===== src/rtl/mps_defs.svh =====
// register offsets, field positions, reset values and the interrupt vector
`ifndef MPS_DEFS_SVH
`define MPS_DEFS_SVH
`define MPS_REG_PC_LOW 4'h0
`define MPS_REG_STATUS 4'h1
`define MPS_REG_ACC    4'h2
`define MPS_CLS_MSB    13
`define MPS_CLS_LSB    11
`define MPS_FN_MSB     10
`define MPS_FN_LSB     7
`define MPS_DEST_BIT   6
`define MPS_INTERRUPT_RETURN_BIT   0
`define MPS_ST_C       0
`define MPS_ST_AC      1
`define MPS_ST_Z       2
`define MPS_ST_OV      3
`define MPS_PC_RESET   11'h000
`define MPS_INT_VEC    11'h004
`define MPS_ST_RESET   4'h0
`define MPS_ACC_RESET  8'h00
`define MPS_IW_RESET   14'h0000
`endif


===== src/rtl/mps_pkg.sv =====
// types shared by the sequencer and its alu
package mps_pkg;
   typedef enum logic [2:0] {CLS_NOP, CLS_ALU, CLS_SKZ, CLS_SKNZ,
                             CLS_JUMP, CLS_CALL, CLS_RETURN, CLS_PCWR} mps_cls_type;
   typedef enum logic [3:0] {FN_ADD, FN_ADC, FN_SUB, FN_SBC, FN_DECADJ, FN_AND, FN_OR, FN_XOR,
                             FN_CPL, FN_RR, FN_RRC, FN_RL, FN_RLC, FN_INC, FN_DEC, FN_MOV} mps_fn_type;
   typedef enum logic [1:0] {PH_FETCH, PH_DEC, PH_EXA, PH_EXB} mps_phase_type;
endpackage


===== src/rtl/mps_alu.sv =====
// 8-bit alu: arithmetic, logic, rotates, inc/dec and flag results
`timescale 1ns/10ps
module mps_alu
   import mps_pkg::*;
(
   input  wire mps_fn_type  fn_in,   // operation
   input  wire logic [7:0]  a_in,    // accumulator
   input  wire logic [7:0]  b_in,    // memory operand
   input  wire logic        c_in,    // carry flag now
   input  wire logic        ac_in,   // half carry now
   input  wire logic        z_in,    // zero flag now
   input  wire logic        ov_in,   // overflow now
   output logic [7:0]       res_out, // result
   output logic             c_out,   // carry after
   output logic             ac_out,  // half carry after
   output logic             z_out,   // zero after
   output logic             ov_out   // overflow after
);
   // one adder serves add, sub, inc and dec; carry means no borrow
   always_comb begin
      logic [7:0] x;
      logic [7:0] y;
      logic       ci;
      logic [8:0] sum;
      logic [4:0] hs;
      logic [8:0] dj;
      x = a_in;
      y = b_in;
      ci = 1'b0;
      case (fn_in)
         FN_ADC: ci = c_in;
         FN_SUB: begin y = ~b_in; ci = 1'b1; end
         FN_SBC: begin y = ~b_in; ci = c_in; end
         FN_INC: begin x = b_in; y = 8'h00; ci = 1'b1; end
         FN_DEC: begin x = b_in; y = 8'hFF; end
         default: ;
      endcase
      sum = {1'b0, x} + {1'b0, y} + {8'h00, ci};
      hs = {1'b0, x[3:0]} + {1'b0, y[3:0]} + {4'h0, ci};
      // decimal adjust corrects the accumulator after a bcd add
      dj = {1'b0, a_in};
      if (a_in[3:0] > 4'h9 || ac_in) begin
         dj = dj + 9'h006;
      end
      if (dj[7:4] > 4'h9 || c_in || dj[8]) begin
         dj = dj + 9'h060;
      end
      res_out = sum[7:0];
      c_out = c_in;
      ac_out = ac_in;
      ov_out = ov_in;
      case (fn_in)
         FN_ADD, FN_ADC, FN_SUB, FN_SBC: begin
            c_out = sum[8];
            ac_out = hs[4];
            ov_out = (x[7] == y[7]) && (sum[7] != x[7]);
         end
         FN_DECADJ: begin res_out = dj[7:0]; c_out = dj[8] | c_in; end
         FN_AND: res_out = a_in & b_in;
         FN_OR:  res_out = a_in | b_in;
         FN_XOR: res_out = a_in ^ b_in;
         FN_CPL: res_out = ~b_in;
         FN_RR:  res_out = {b_in[0], b_in[7:1]};
         FN_RRC: begin res_out = {c_in, b_in[7:1]}; c_out = b_in[0]; end
         FN_RL:  res_out = {b_in[6:0], b_in[7]};
         FN_RLC: begin res_out = {b_in[6:0], c_in}; c_out = b_in[7]; end
         FN_MOV: res_out = b_in;
         default: ;
      endcase
      // rotates and moves leave the zero flag alone
      case (fn_in)
         FN_RR, FN_RRC, FN_RL, FN_RLC, FN_MOV: z_out = z_in;
         default: z_out = (res_out == 8'h00);
      endcase
   end
endmodule


===== src/rtl/mps_seq.sv =====
// program sequencer: phases, fetch pipeline, pc, return stack, alu control
//
// Overview of operation
// [RQ1] four phases make one instruction cycle
// [RQ2] pc advances, next word fetched in fetch_phase
// [RQ3] execute_phases decode and execute current word
// [RQ4] fetch overlaps execute: one per cycle
// [RQ5] jumps and calls take two cycles, flush
// [RQ6] taken skip replaces prefetched word by dummy
// [RQ7] sequential execution adds exactly one to pc
// [RQ8] pc is low byte plus 2/3 bits
// [RQ9] only pc_low_byte is software visible
// [RQ10] pc_low_byte write branches in page, dummy cycle
// [RQ11] jump, call, interrupt, reset load pc
// [RQ12] reset starts at address zero
// [RQ13] stack holds pc only, hidden from software
// [RQ14] call/ack push pc, returns pop it
// [RQ15] reset empties the stack
// [RQ16] full stack holds off interrupt acknowledge
// [RQ17] call on full stack drops oldest entry
// [RQ18] alu works on bytes, writes chosen destination
// [RQ19] status flags follow each alu result; code updates them for alu class only, skip results leave them
// [RQ20] alu covers arithmetic, logic, rotate, skip ops
// [RQ21] stack depth parameter, full flag from pointer
`timescale 1ns/10ps
`include "mps_defs.svh"
module mps_seq
   import mps_pkg::*;
#(
   parameter int          PC_W    = 10,          // 10 for 1K words, 11 for 2K
   parameter int          DEPTH   = 8,           // return stack levels
   parameter logic [10:0] INT_VEC = `MPS_INT_VEC // interrupt entry address
) (
   input  wire logic            CORE_CLK_IN,    // system clock
   input  wire logic            RST_IN,         // async reset, high
   input  wire logic [3:0]      REG_ADDR_IN,    // register address
   input  wire logic [7:0]      REG_WDATA_IN,   // register write data
   input  wire logic            REG_WR_IN,      // write strobe
   input  wire logic            REG_RD_IN,      // read strobe
   output logic [7:0]           REG_RDATA_OUT,  // read data, one cycle later
   output logic [PC_W-1:0]      PM_ADDR_OUT,    // program memory address
   output logic                 PM_RD_OUT,      // fetch strobe
   input  wire logic [13:0]     PM_DATA_IN,     // fetched word
   input  wire logic [7:0]      DATA_IN,        // data memory operand
   output logic [7:0]           DATA_OUT,       // alu result to memory
   output logic                 DATA_WE_OUT,    // memory write pulse
   input  wire logic            INT_REQ_IN,     // enabled interrupt request
   output logic                 INT_ACK_OUT,    // acknowledge pulse
   output logic                 INT_RETURN_OUT, // interrupt return pulse
   output logic [3:0]           PHASE_OUT,      // one-hot phase
   output logic                 STACK_FULL_OUT  // stack full level
);
   localparam int SP_W = $clog2(DEPTH + 1);

   mps_phase_type   ph_q;              // current phase
   logic [PC_W-1:0] pc_q;              // program counter
   logic [13:0]     pf_q;              // prefetched word
   logic            pf_valid_q;        // prefetch still wanted
   logic [13:0]     ir_q;              // word under execution
   logic            ir_valid_q;        // low in a dummy cycle
   logic [7:0]      acc_q;             // accumulator
   logic [3:0]      st_q;              // c, ac, z, ov
   logic [PC_W-1:0] stk_q [DEPTH];     // return stack, entry 0 newest
   logic [PC_W-1:0] push_in [DEPTH];   // value each entry takes on push
   logic [PC_W-1:0] pop_in [DEPTH];    // value each entry takes on pop
   logic [SP_W-1:0] sp_q;              // levels in use
   logic            int_pend_q;        // interrupt request flag
   logic            ack_q;             // acknowledge pulse
   logic            iret_q;            // interrupt return pulse
   logic [7:0]      data_q;            // memory write data
   logic            data_we_q;         // memory write pulse
   logic [7:0]      rdata_q;           // read data
   mps_cls_type     cls;               // instruction class
   mps_fn_type      fn;                // alu function
   logic            dest_mem;          // result to memory
   logic [PC_W-1:0] target;            // jump or call address
   logic [PC_W-1:0] ret_val;           // address pushed
   logic            exec;              // real instruction at execute edge
   logic            pcl_wr;            // software writes pc_low_byte
   logic            full;              // stack full
   logic            skip_taken;        // skip condition met
   logic            flow;              // pc leaves sequence
   logic            ack_now;           // acknowledge this edge
   logic            push;              // stack push
   logic            pop;               // stack pop
   logic [7:0]      alu_res;           // alu result
   logic            alu_c;             // alu carry
   logic            alu_ac;            // alu half carry
   logic            alu_z;             // alu zero
   logic            alu_ov;            // alu overflow

   // register address match, used by read and write
   function automatic logic reg_is(input logic [3:0] a, input logic [3:0] r);
      return a == r;
   endfunction

   // decode fields of the word under execution
   assign cls = mps_cls_type'(ir_q[`MPS_CLS_MSB:`MPS_CLS_LSB]);
   assign fn = mps_fn_type'(ir_q[`MPS_FN_MSB:`MPS_FN_LSB]);
   assign dest_mem = ir_q[`MPS_DEST_BIT];
   assign target = ir_q[PC_W-1:0];
   // execute happens on the edge that ends the last phase
   assign exec = (ph_q == PH_EXB) && ir_valid_q; // [RQ3]
   assign pcl_wr = REG_WR_IN && reg_is(REG_ADDR_IN, `MPS_REG_PC_LOW); // [RQ9]
   assign full = (sp_q == SP_W'(DEPTH)); // [RQ21]
   assign skip_taken = exec && (((cls == CLS_SKZ) && (alu_res == 8'h00)) ||
                                ((cls == CLS_SKNZ) && (alu_res != 8'h00))); // [RQ6]
   assign flow = skip_taken || (exec && ((cls == CLS_JUMP) || (cls == CLS_CALL) ||
                                         (cls == CLS_RETURN) || (cls == CLS_PCWR)));
   // acknowledge only at a clean boundary with a valid prefetch to return to
   assign ack_now = (ph_q == PH_EXB) && int_pend_q && !full && pf_valid_q &&
                    !flow && !pcl_wr; // [RQ16]
   assign push = (exec && (cls == CLS_CALL)) || ack_now; // [RQ14]
   assign pop = exec && (cls == CLS_RETURN); // [RQ14]
   // pc already runs one past the prefetched word
   assign ret_val = pc_q - PC_W'(1);

   // shared alu; operand a is the accumulator, b the memory byte
   mps_alu u_alu (
      .fn_in   (fn),
      .a_in    (acc_q),
      .b_in    (DATA_IN),
      .c_in    (st_q[`MPS_ST_C]),
      .ac_in   (st_q[`MPS_ST_AC]),
      .z_in    (st_q[`MPS_ST_Z]),
      .ov_in   (st_q[`MPS_ST_OV]),
      .res_out (alu_res),
      .c_out   (alu_c),
      .ac_out  (alu_ac),
      .z_out   (alu_z),
      .ov_out  (alu_ov)
   ); // [RQ20]

   // phase sequencer: fetch then three execute phases
   always_ff @(posedge CORE_CLK_IN or posedge RST_IN) begin
      if (RST_IN) begin
         ph_q <= PH_FETCH;
      end else begin
         case (ph_q) // [RQ1]
            PH_FETCH: ph_q <= PH_DEC;
            PH_DEC:   ph_q <= PH_EXA;
            PH_EXA:   ph_q <= PH_EXB;
            default:  ph_q <= PH_FETCH;
         endcase
      end
   end

   // program counter; software write has top priority
   always_ff @(posedge CORE_CLK_IN or posedge RST_IN) begin
      if (RST_IN) begin
         pc_q <= PC_W'(`MPS_PC_RESET); // [RQ12]
      end else if (pcl_wr) begin
         pc_q <= {pc_q[PC_W-1:8], REG_WDATA_IN}; // [RQ10] [RQ8]
      end else if (exec && ((cls == CLS_JUMP) || (cls == CLS_CALL))) begin
         pc_q <= target; // [RQ11]
      end else if (pop) begin
         pc_q <= stk_q[0]; // [RQ14]
      end else if (exec && (cls == CLS_PCWR)) begin
         pc_q <= {pc_q[PC_W-1:8], acc_q}; // [RQ10]
      end else if (ack_now) begin
         pc_q <= INT_VEC[PC_W-1:0]; // [RQ11]
      end else if (ph_q == PH_FETCH) begin
         pc_q <= pc_q + PC_W'(1); // [RQ2] [RQ7]
      end
   end

   // fetch pipeline: prefetch word moves to execute each cycle
   always_ff @(posedge CORE_CLK_IN or posedge RST_IN) begin
      if (RST_IN) begin
         pf_q <= `MPS_IW_RESET;
         pf_valid_q <= 1'b0;
         ir_q <= `MPS_IW_RESET;
         ir_valid_q <= 1'b0;
      end else if (ph_q == PH_FETCH) begin
         pf_q <= PM_DATA_IN; // [RQ2]
         ir_q <= pf_q; // [RQ4]
         ir_valid_q <= pf_valid_q && !pcl_wr; // [RQ5] [RQ10]
         pf_valid_q <= !pcl_wr; // [RQ10]
      end else begin
         // flushed word becomes a dummy cycle
         if (pcl_wr || flow || ack_now) begin
            pf_valid_q <= 1'b0; // [RQ5] [RQ6]
         end
         // a bus write also cancels the word under execution, so a later jump cannot undo the branch
         if (pcl_wr) begin
            ir_valid_q <= 1'b0; // [RQ10]
         end
      end
   end

   // stack pointer; a push on a full stack keeps it full
   always_ff @(posedge CORE_CLK_IN or posedge RST_IN) begin
      if (RST_IN) begin
         sp_q <= '0; // [RQ15]
      end else if (push && !full) begin
         sp_q <= sp_q + SP_W'(1);
      end else if (pop && (sp_q != '0)) begin
         sp_q <= sp_q - SP_W'(1);
      end
   end

   // stack as shift register: overflow shifts the oldest out the bottom
   // no software path reaches these entries or the pointer
   genvar i;
   for (i = 0; i < DEPTH; i++) begin : g_stk
      if (i == 0) begin : g_top
         assign push_in[i] = ret_val;
      end else begin : g_mid
         assign push_in[i] = stk_q[i-1];
      end
      if (i == DEPTH - 1) begin : g_bot
         assign pop_in[i] = '0;
      end else begin : g_up
         assign pop_in[i] = stk_q[i+1];
      end
      always_ff @(posedge CORE_CLK_IN or posedge RST_IN) begin
         if (RST_IN) begin
            stk_q[i] <= '0; // [RQ13]
         end else if (push) begin
            stk_q[i] <= push_in[i]; // [RQ17]
         end else if (pop) begin
            stk_q[i] <= pop_in[i];
         end
      end
   end

   // interrupt flag: a new request wins over the clear by acknowledge
   always_ff @(posedge CORE_CLK_IN or posedge RST_IN) begin
      if (RST_IN) begin
         int_pend_q <= 1'b0;
      end else begin
         int_pend_q <= INT_REQ_IN || (int_pend_q && !ack_now); // [RQ16]
      end
   end

   // registered interrupt pulses
   always_ff @(posedge CORE_CLK_IN or posedge RST_IN) begin
      if (RST_IN) begin
         ack_q <= 1'b0;
         iret_q <= 1'b0;
      end else begin
         ack_q <= ack_now;
         iret_q <= pop && ir_q[`MPS_INTERRUPT_RETURN_BIT];
      end
   end

   // accumulator takes alu class results aimed at it; skips never write it
   always_ff @(posedge CORE_CLK_IN or posedge RST_IN) begin
      if (RST_IN) begin
         acc_q <= `MPS_ACC_RESET;
      end else if (exec && (cls == CLS_ALU) && !dest_mem) begin
         acc_q <= alu_res; // [RQ18]
      end
   end

   // status flags follow alu class only; skips leave them alone
   always_ff @(posedge CORE_CLK_IN or posedge RST_IN) begin
      if (RST_IN) begin
         st_q <= `MPS_ST_RESET;
      end else if (exec && (cls == CLS_ALU)) begin
         st_q[`MPS_ST_C] <= alu_c; // [RQ19]
         st_q[`MPS_ST_AC] <= alu_ac;
         st_q[`MPS_ST_Z] <= alu_z;
         st_q[`MPS_ST_OV] <= alu_ov;
      end
   end

   // memory write-back; skips write back only when aimed at memory
   always_ff @(posedge CORE_CLK_IN or posedge RST_IN) begin
      if (RST_IN) begin
         data_q <= 8'h00;
         data_we_q <= 1'b0;
      end else begin
         data_we_q <= exec && dest_mem &&
                      ((cls == CLS_ALU) || (cls == CLS_SKZ) || (cls == CLS_SKNZ)); // [RQ18]
         if (exec && dest_mem) begin
            data_q <= alu_res;
         end
      end
   end

   // register reads: data stands in the next cycle only
   always_ff @(posedge CORE_CLK_IN or posedge RST_IN) begin
      if (RST_IN) begin
         rdata_q <= 8'h00;
      end else if (!REG_RD_IN) begin
         rdata_q <= 8'h00;
      end else if (reg_is(REG_ADDR_IN, `MPS_REG_PC_LOW)) begin
         rdata_q <= pc_q[7:0]; // [RQ9]
      end else if (reg_is(REG_ADDR_IN, `MPS_REG_STATUS)) begin
         rdata_q <= {4'h0, st_q};
      end else if (reg_is(REG_ADDR_IN, `MPS_REG_ACC)) begin
         rdata_q <= acc_q;
      end else begin
         // unmapped addresses, high pc bits included, read zero
         rdata_q <= 8'h00;
      end
   end

   // outputs
   assign REG_RDATA_OUT = rdata_q;
   assign PM_ADDR_OUT = pc_q;
   assign PM_RD_OUT = (ph_q == PH_FETCH);
   assign DATA_OUT = data_q;
   assign DATA_WE_OUT = data_we_q;
   assign INT_ACK_OUT = ack_q;
   assign INT_RETURN_OUT = iret_q;
   assign PHASE_OUT = 4'h1 << ph_q; // [RQ1]
   assign STACK_FULL_OUT = full;
endmodule


===== config.mk =====
export PLATFORM = sky130hd
export DESIGN_NAME = mps_seq
export DESIGN_NICKNAME = d
export VERILOG_FILES = /design/src/rtl/mps_pkg.sv /design/src/rtl/mps_alu.sv /design/src/rtl/mps_seq.sv
export VERILOG_INCLUDE_DIRS = /design/src /design/src/rtl
export SDC_FILE = /design/constraint.sdc
export NUM_CORES = 1
export LEC_CHECK = 0
export ABC_AREA = 1
export BUFFER_PORTS_ARGS = -buffer_cell sky130_fd_sc_hd__buf_4
export CORE_MARGIN = 5
export CORE_UTILIZATION = 55
export CTS_CLUSTER_DIAMETER = 120
export DETAILED_ROUTE_END_ITERATION = 10
export GPL_ROUTABILITY_DRIVEN = 0
export PLACE_DENSITY = 0.71
export RECOVER_POWER = 100
export SLEW_MARGIN = 20
export SYNTH_ARGS = -nofsm -noshare
export SYNTH_HDL_FRONTEND = slang
export SYNTH_SLANG_ARGS = --single-unit

===== constraint.sdc =====
create_clock -name CORE_CLK_IN -period 6.3 [get_ports CORE_CLK_IN]
set_input_delay 1.26 -clock CORE_CLK_IN [delete_from_list [all_inputs] [get_ports CORE_CLK_IN]]
set_output_delay 1.26 -clock CORE_CLK_IN [all_outputs]
set_load 0.1 [all_outputs]

==> run_results.csv <==
group,metric,value,unit
outcome,status,"complete, but fails checks",
outcome,violations,"max-capacitance violations, max-slew violations",
logic_synthesis,synth.top_cell.area_share,43.3,%
clocking,root_buffer,"clkbuf_16",
logic_synthesis,ys_ff_latch,158,
clocking,post_cts_buffers,0,
power_and_ir_drop,power_leakage,0.00506,uW
critical_path,cpMostUsedCell,"nand2_1",
cells_and_area,diodes,0,
placement,portBuffers,73,
power_and_ir_drop,swShare,42.0,%
routing,wl,24400,um
power_and_ir_drop,p_clk_share,25.8,%
logic_synthesis,synth-main-ff-cell,"dfrtp_1",
clocking,htree_levels,4,
critical_path,crit_path_start_kind,"flip-flop",
clocking,clk_latency,0.43,ns
floorplanning,dieWidth,139,um
critical_path,crit_type,"reg -> reg",
clocking,clk_pin_slew,0.06,ns
hold_path,hold_depth,2,
clocking,cts_resized,0,
critical_path,critPathArrivalTime,5.67,ns
critical_path,critical-path-slowest-cell,"dfrtp_1",
clocking,cts.sinks,158,
power_and_ir_drop,p_switching,1740,uW
power_and_ir_drop,max-vdd-ir-drop,294,uV
flow_run,drv_cap,3,
sta,fin_worst_skew,0.0105,ns
routing,via_count,8483,
sta,layout_min_cycle_time,5.37,ns
grt,grt_overflow,0,
grt,track_usage,25.0,%
critical_path,worstRegToRegCells,30,
placement,hpwlAfterDp,17100,um
clocking,clockBufferDepth,2,
clocking,numCtsBuffers,17,
sta,min_period_over_period,85.2,%
floorplanning,dieArea,0.0193,sq mm
sta,hold_viol,0,
grt,grt_pass1_vias,7797,
routing,drt_first_pass_iters,5,
routing,drc_errors,0,
grt,antenna_found_initial,0,
sta,max_freq,186,MHz
power_and_ir_drop,cell_internal_pwr,2410,uW
grt,grt_pass1_wl,39600,um
sta,whs,0.472,ns
critical_path,crit_fanout,18,
floorplanning,rows,47,
sta,setup_viol,0,
clocking,cts_tree,"yes",
routing,initialDrtViolationCount,750,
floorplanning,core-area,0.0165,sq mm
power_and_ir_drop,p_per_area,405,mW/mm^2
routing,vias_per_cell,5.65,
critical_path,required,6.60,ns
logic_synthesis,synth_cells,1216,
sta,relSlewSlack,-162,%
hold_path,hold_class,"reg -> reg",
logic_synthesis,synth-async-reset-ratio,100,%
placement,place_inst,1470,
logic_synthesis,yosys_warnings,0,
logic_synthesis,syn-cell-area,0.00914,sq mm
grt,grt_max_degree,90,
clocking,cts_hold_buf,0,
critical_path,critPathMaxStageDelay,0.43,ns
floorplanning,num_io_pins,74,
routing,wl_per_cell,16.2,um
cells_and_area,area_growth,12.1,%
critical_path,end_kind,"flip-flop",
logic_synthesis,avgSynthCellArea,7.52,sq um
cells_and_area,drive_gt1_share,6.71,%
cells_and_area,stdcell_count,1502,
logic_synthesis,yosysMostFrequentCell,"nand2_1",
logic_synthesis,synth_edf_count,0,
sta,tightest_slew,3.91,ns
logic_synthesis,yosysSeqAreaShare,43.3,%
floorplanning,initial_utilization,55.5,%
sta,rsz0062_at_grt,"no",
logic_synthesis,synthDistinctLibCells,41,
power_and_ir_drop,combPwrFrac,34.8,%
logic_synthesis,synth_top_area_cell,"dfrtp_1",
power_and_ir_drop,power_frac_seq,39.4,%
logic_synthesis,mappedNetlistNets,1290,
logic_synthesis,synth_area_leaders,"dfrtp_1, nand2_1, o21ai_0",
sta,maxSlewViolCount,202,
logic_synthesis,synth_common_cells,"nand2_1, dfrtp_1, inv_1, o21ai_0, nor2_1",
cells_and_area,final_nets,1343,
routing,antenna_left,0,
floorplanning,dieHeight,139,um
sta,finalSetupTns,0,ns
[critical path, delay by kind of cell, from the launching register on]
kind,cells,cell delay (ns)
buffers and inverters,3,0.27
DFF,1,0.43
and+or+nand+nor,17,2.55
adders and majority gates,3,0.97
xor gates and xnor gates,2,0.31
AOI/OAI and AO/OA,5,0.69
[routing by layer]
layer,vias up,routed length [um],global-route usage (%)
met1,3975,11000,35.2
met3,53,1800,6.41
met4,0,869,9.73
met5,-,0,0
li1,4120,-,-
met2,335,10700,37.4
[final cells by class]
type / count / area [sq um]
Sequential cell: 158 / 3950
Tap cell: 220 / 275
Fill cell: 1605 / 6220
Inverter: 158 / 594
Multi-Input combinational cell: 853 / 4320
Clock inverter: 11 / 155
Timing Repair Buffer: 81 / 483
Clock buffer: 21 / 460
[kinds of logic (layout without fill, tap and decap cells)]
family / after synthesis / in the layout / synth area share (%)
AOI/OAI and AO/OA: 339 / 339 / 20.0
xor gates and xnor gates: 18 / 18 / 1.73
adders and majority gates: 35 / 35 / 5.04
buffers and inverters: 205 / 271 / 9.12
DFF: 158 / 158 / 43.3
and+or+nand+nor: 461 / 461 / 20.8
[state kept, by name, summed over array words and instances (netlist names)]
signal	flops
INT_RETURN_OUT	1
int_pend_q	1
DATA_WE_OUT	1
pf_valid_q	1
st_q	4
PM_ADDR_OUT	10
REG_RDATA_OUT	8
push_in	10
DATA_OUT	8
acc_q	8
pop_in	70
ir_q	14
ir_valid_q	1
sp_q	4
pf_q	14
ph_q	2
INT_ACK_OUT	1
[power groups by stage]
stage	clock (uW)	combinational, uW	sequential, uW
global route	1130	1600	1680
detailed placement	0	1500	1640
floorplan	0	788	1950
global placement	0	1470	1630
finish	1070	1440	1640
CTS	1090	1510	1630
[cells in the final DEF, fill, tap and decap left out, types with 2 or more instances in the layout]
cell / Yosys / routed
nand2_1: 276 / 280
o21ai_0: 145 / 177
dfrtp_1: 158 / 158
inv_1: 149 / 150
nor2_1: 100 / 101
a21oi_1: 80 / 80
nand3_1: 48 / 49
buf_4: 8 / 41
clkbuf_1: 21 / 38
o22ai_1: 35 / 35
ha_1: 32 / 32
clkbuf_16: 0 / 17
xor2_1: 14 / 14
o21ai_1: 46 / 14
a221oi_1: 12 / 12
nor3_1: 8 / 8
a31oi_1: 7 / 7
nand4_1: 5 / 5
o211ai_1: 5 / 5
nand3b_1: 5 / 5
clkinv_1: 4 / 4
xnor2_1: 4 / 4
nor4_1: 4 / 4
inv_2: 5 / 3
fa_1: 3 / 3
inv_6: 0 / 3
bufinv_16: 0 / 3
clkinv_4: 0 / 3
nand2_2: 5 / 2
o21bai_1: 2 / 2
nor2_2: 2 / 2
or2_1: 2 / 2
a21o_1: 2 / 2
clkbuf_8: 0 / 2
clkbuf_4: 0 / 2
[through the flow]
| stage | utilization [%] | instance area (sq um) | setup slack (ns) | power (uW) |
|---|---|---|---|---|
| 6_report | 62.2 | 10200 | 0.934 | 4150 |
| 5_1_grt | 62.2 | 10200 | 0.511 | 4410 |
| 4_1_cts | 63.3 | 10400 | 1.33 | 4230 |
| 3_5_place_dp | 59.6 | 9810 | 1.08 | 3140 |
| 3_3_place_gp | 59.6 | 9810 | 1.20 | 3100 |
| 2_1_floorplan | - | 9140 | 0.777 | 2730 |
[worst paths after layout]
path                       startpoint        endpoint  slack (ns)
setup / recovery              ir_q[7]         sp_q[3]        0.93
hold / removal               pf_q[13]        pf_q[13]        0.47
setup reg to reg              ir_q[7]         sp_q[3]        0.93
hold reg to reg              pf_q[13]        pf_q[13]        0.47
max in group asynchronous      RST_IN  PM_ADDR_OUT[8]        1.38
min in group asynchronous      RST_IN      pop_in[16]        1.98
Power figures use the tool's default switching activity.
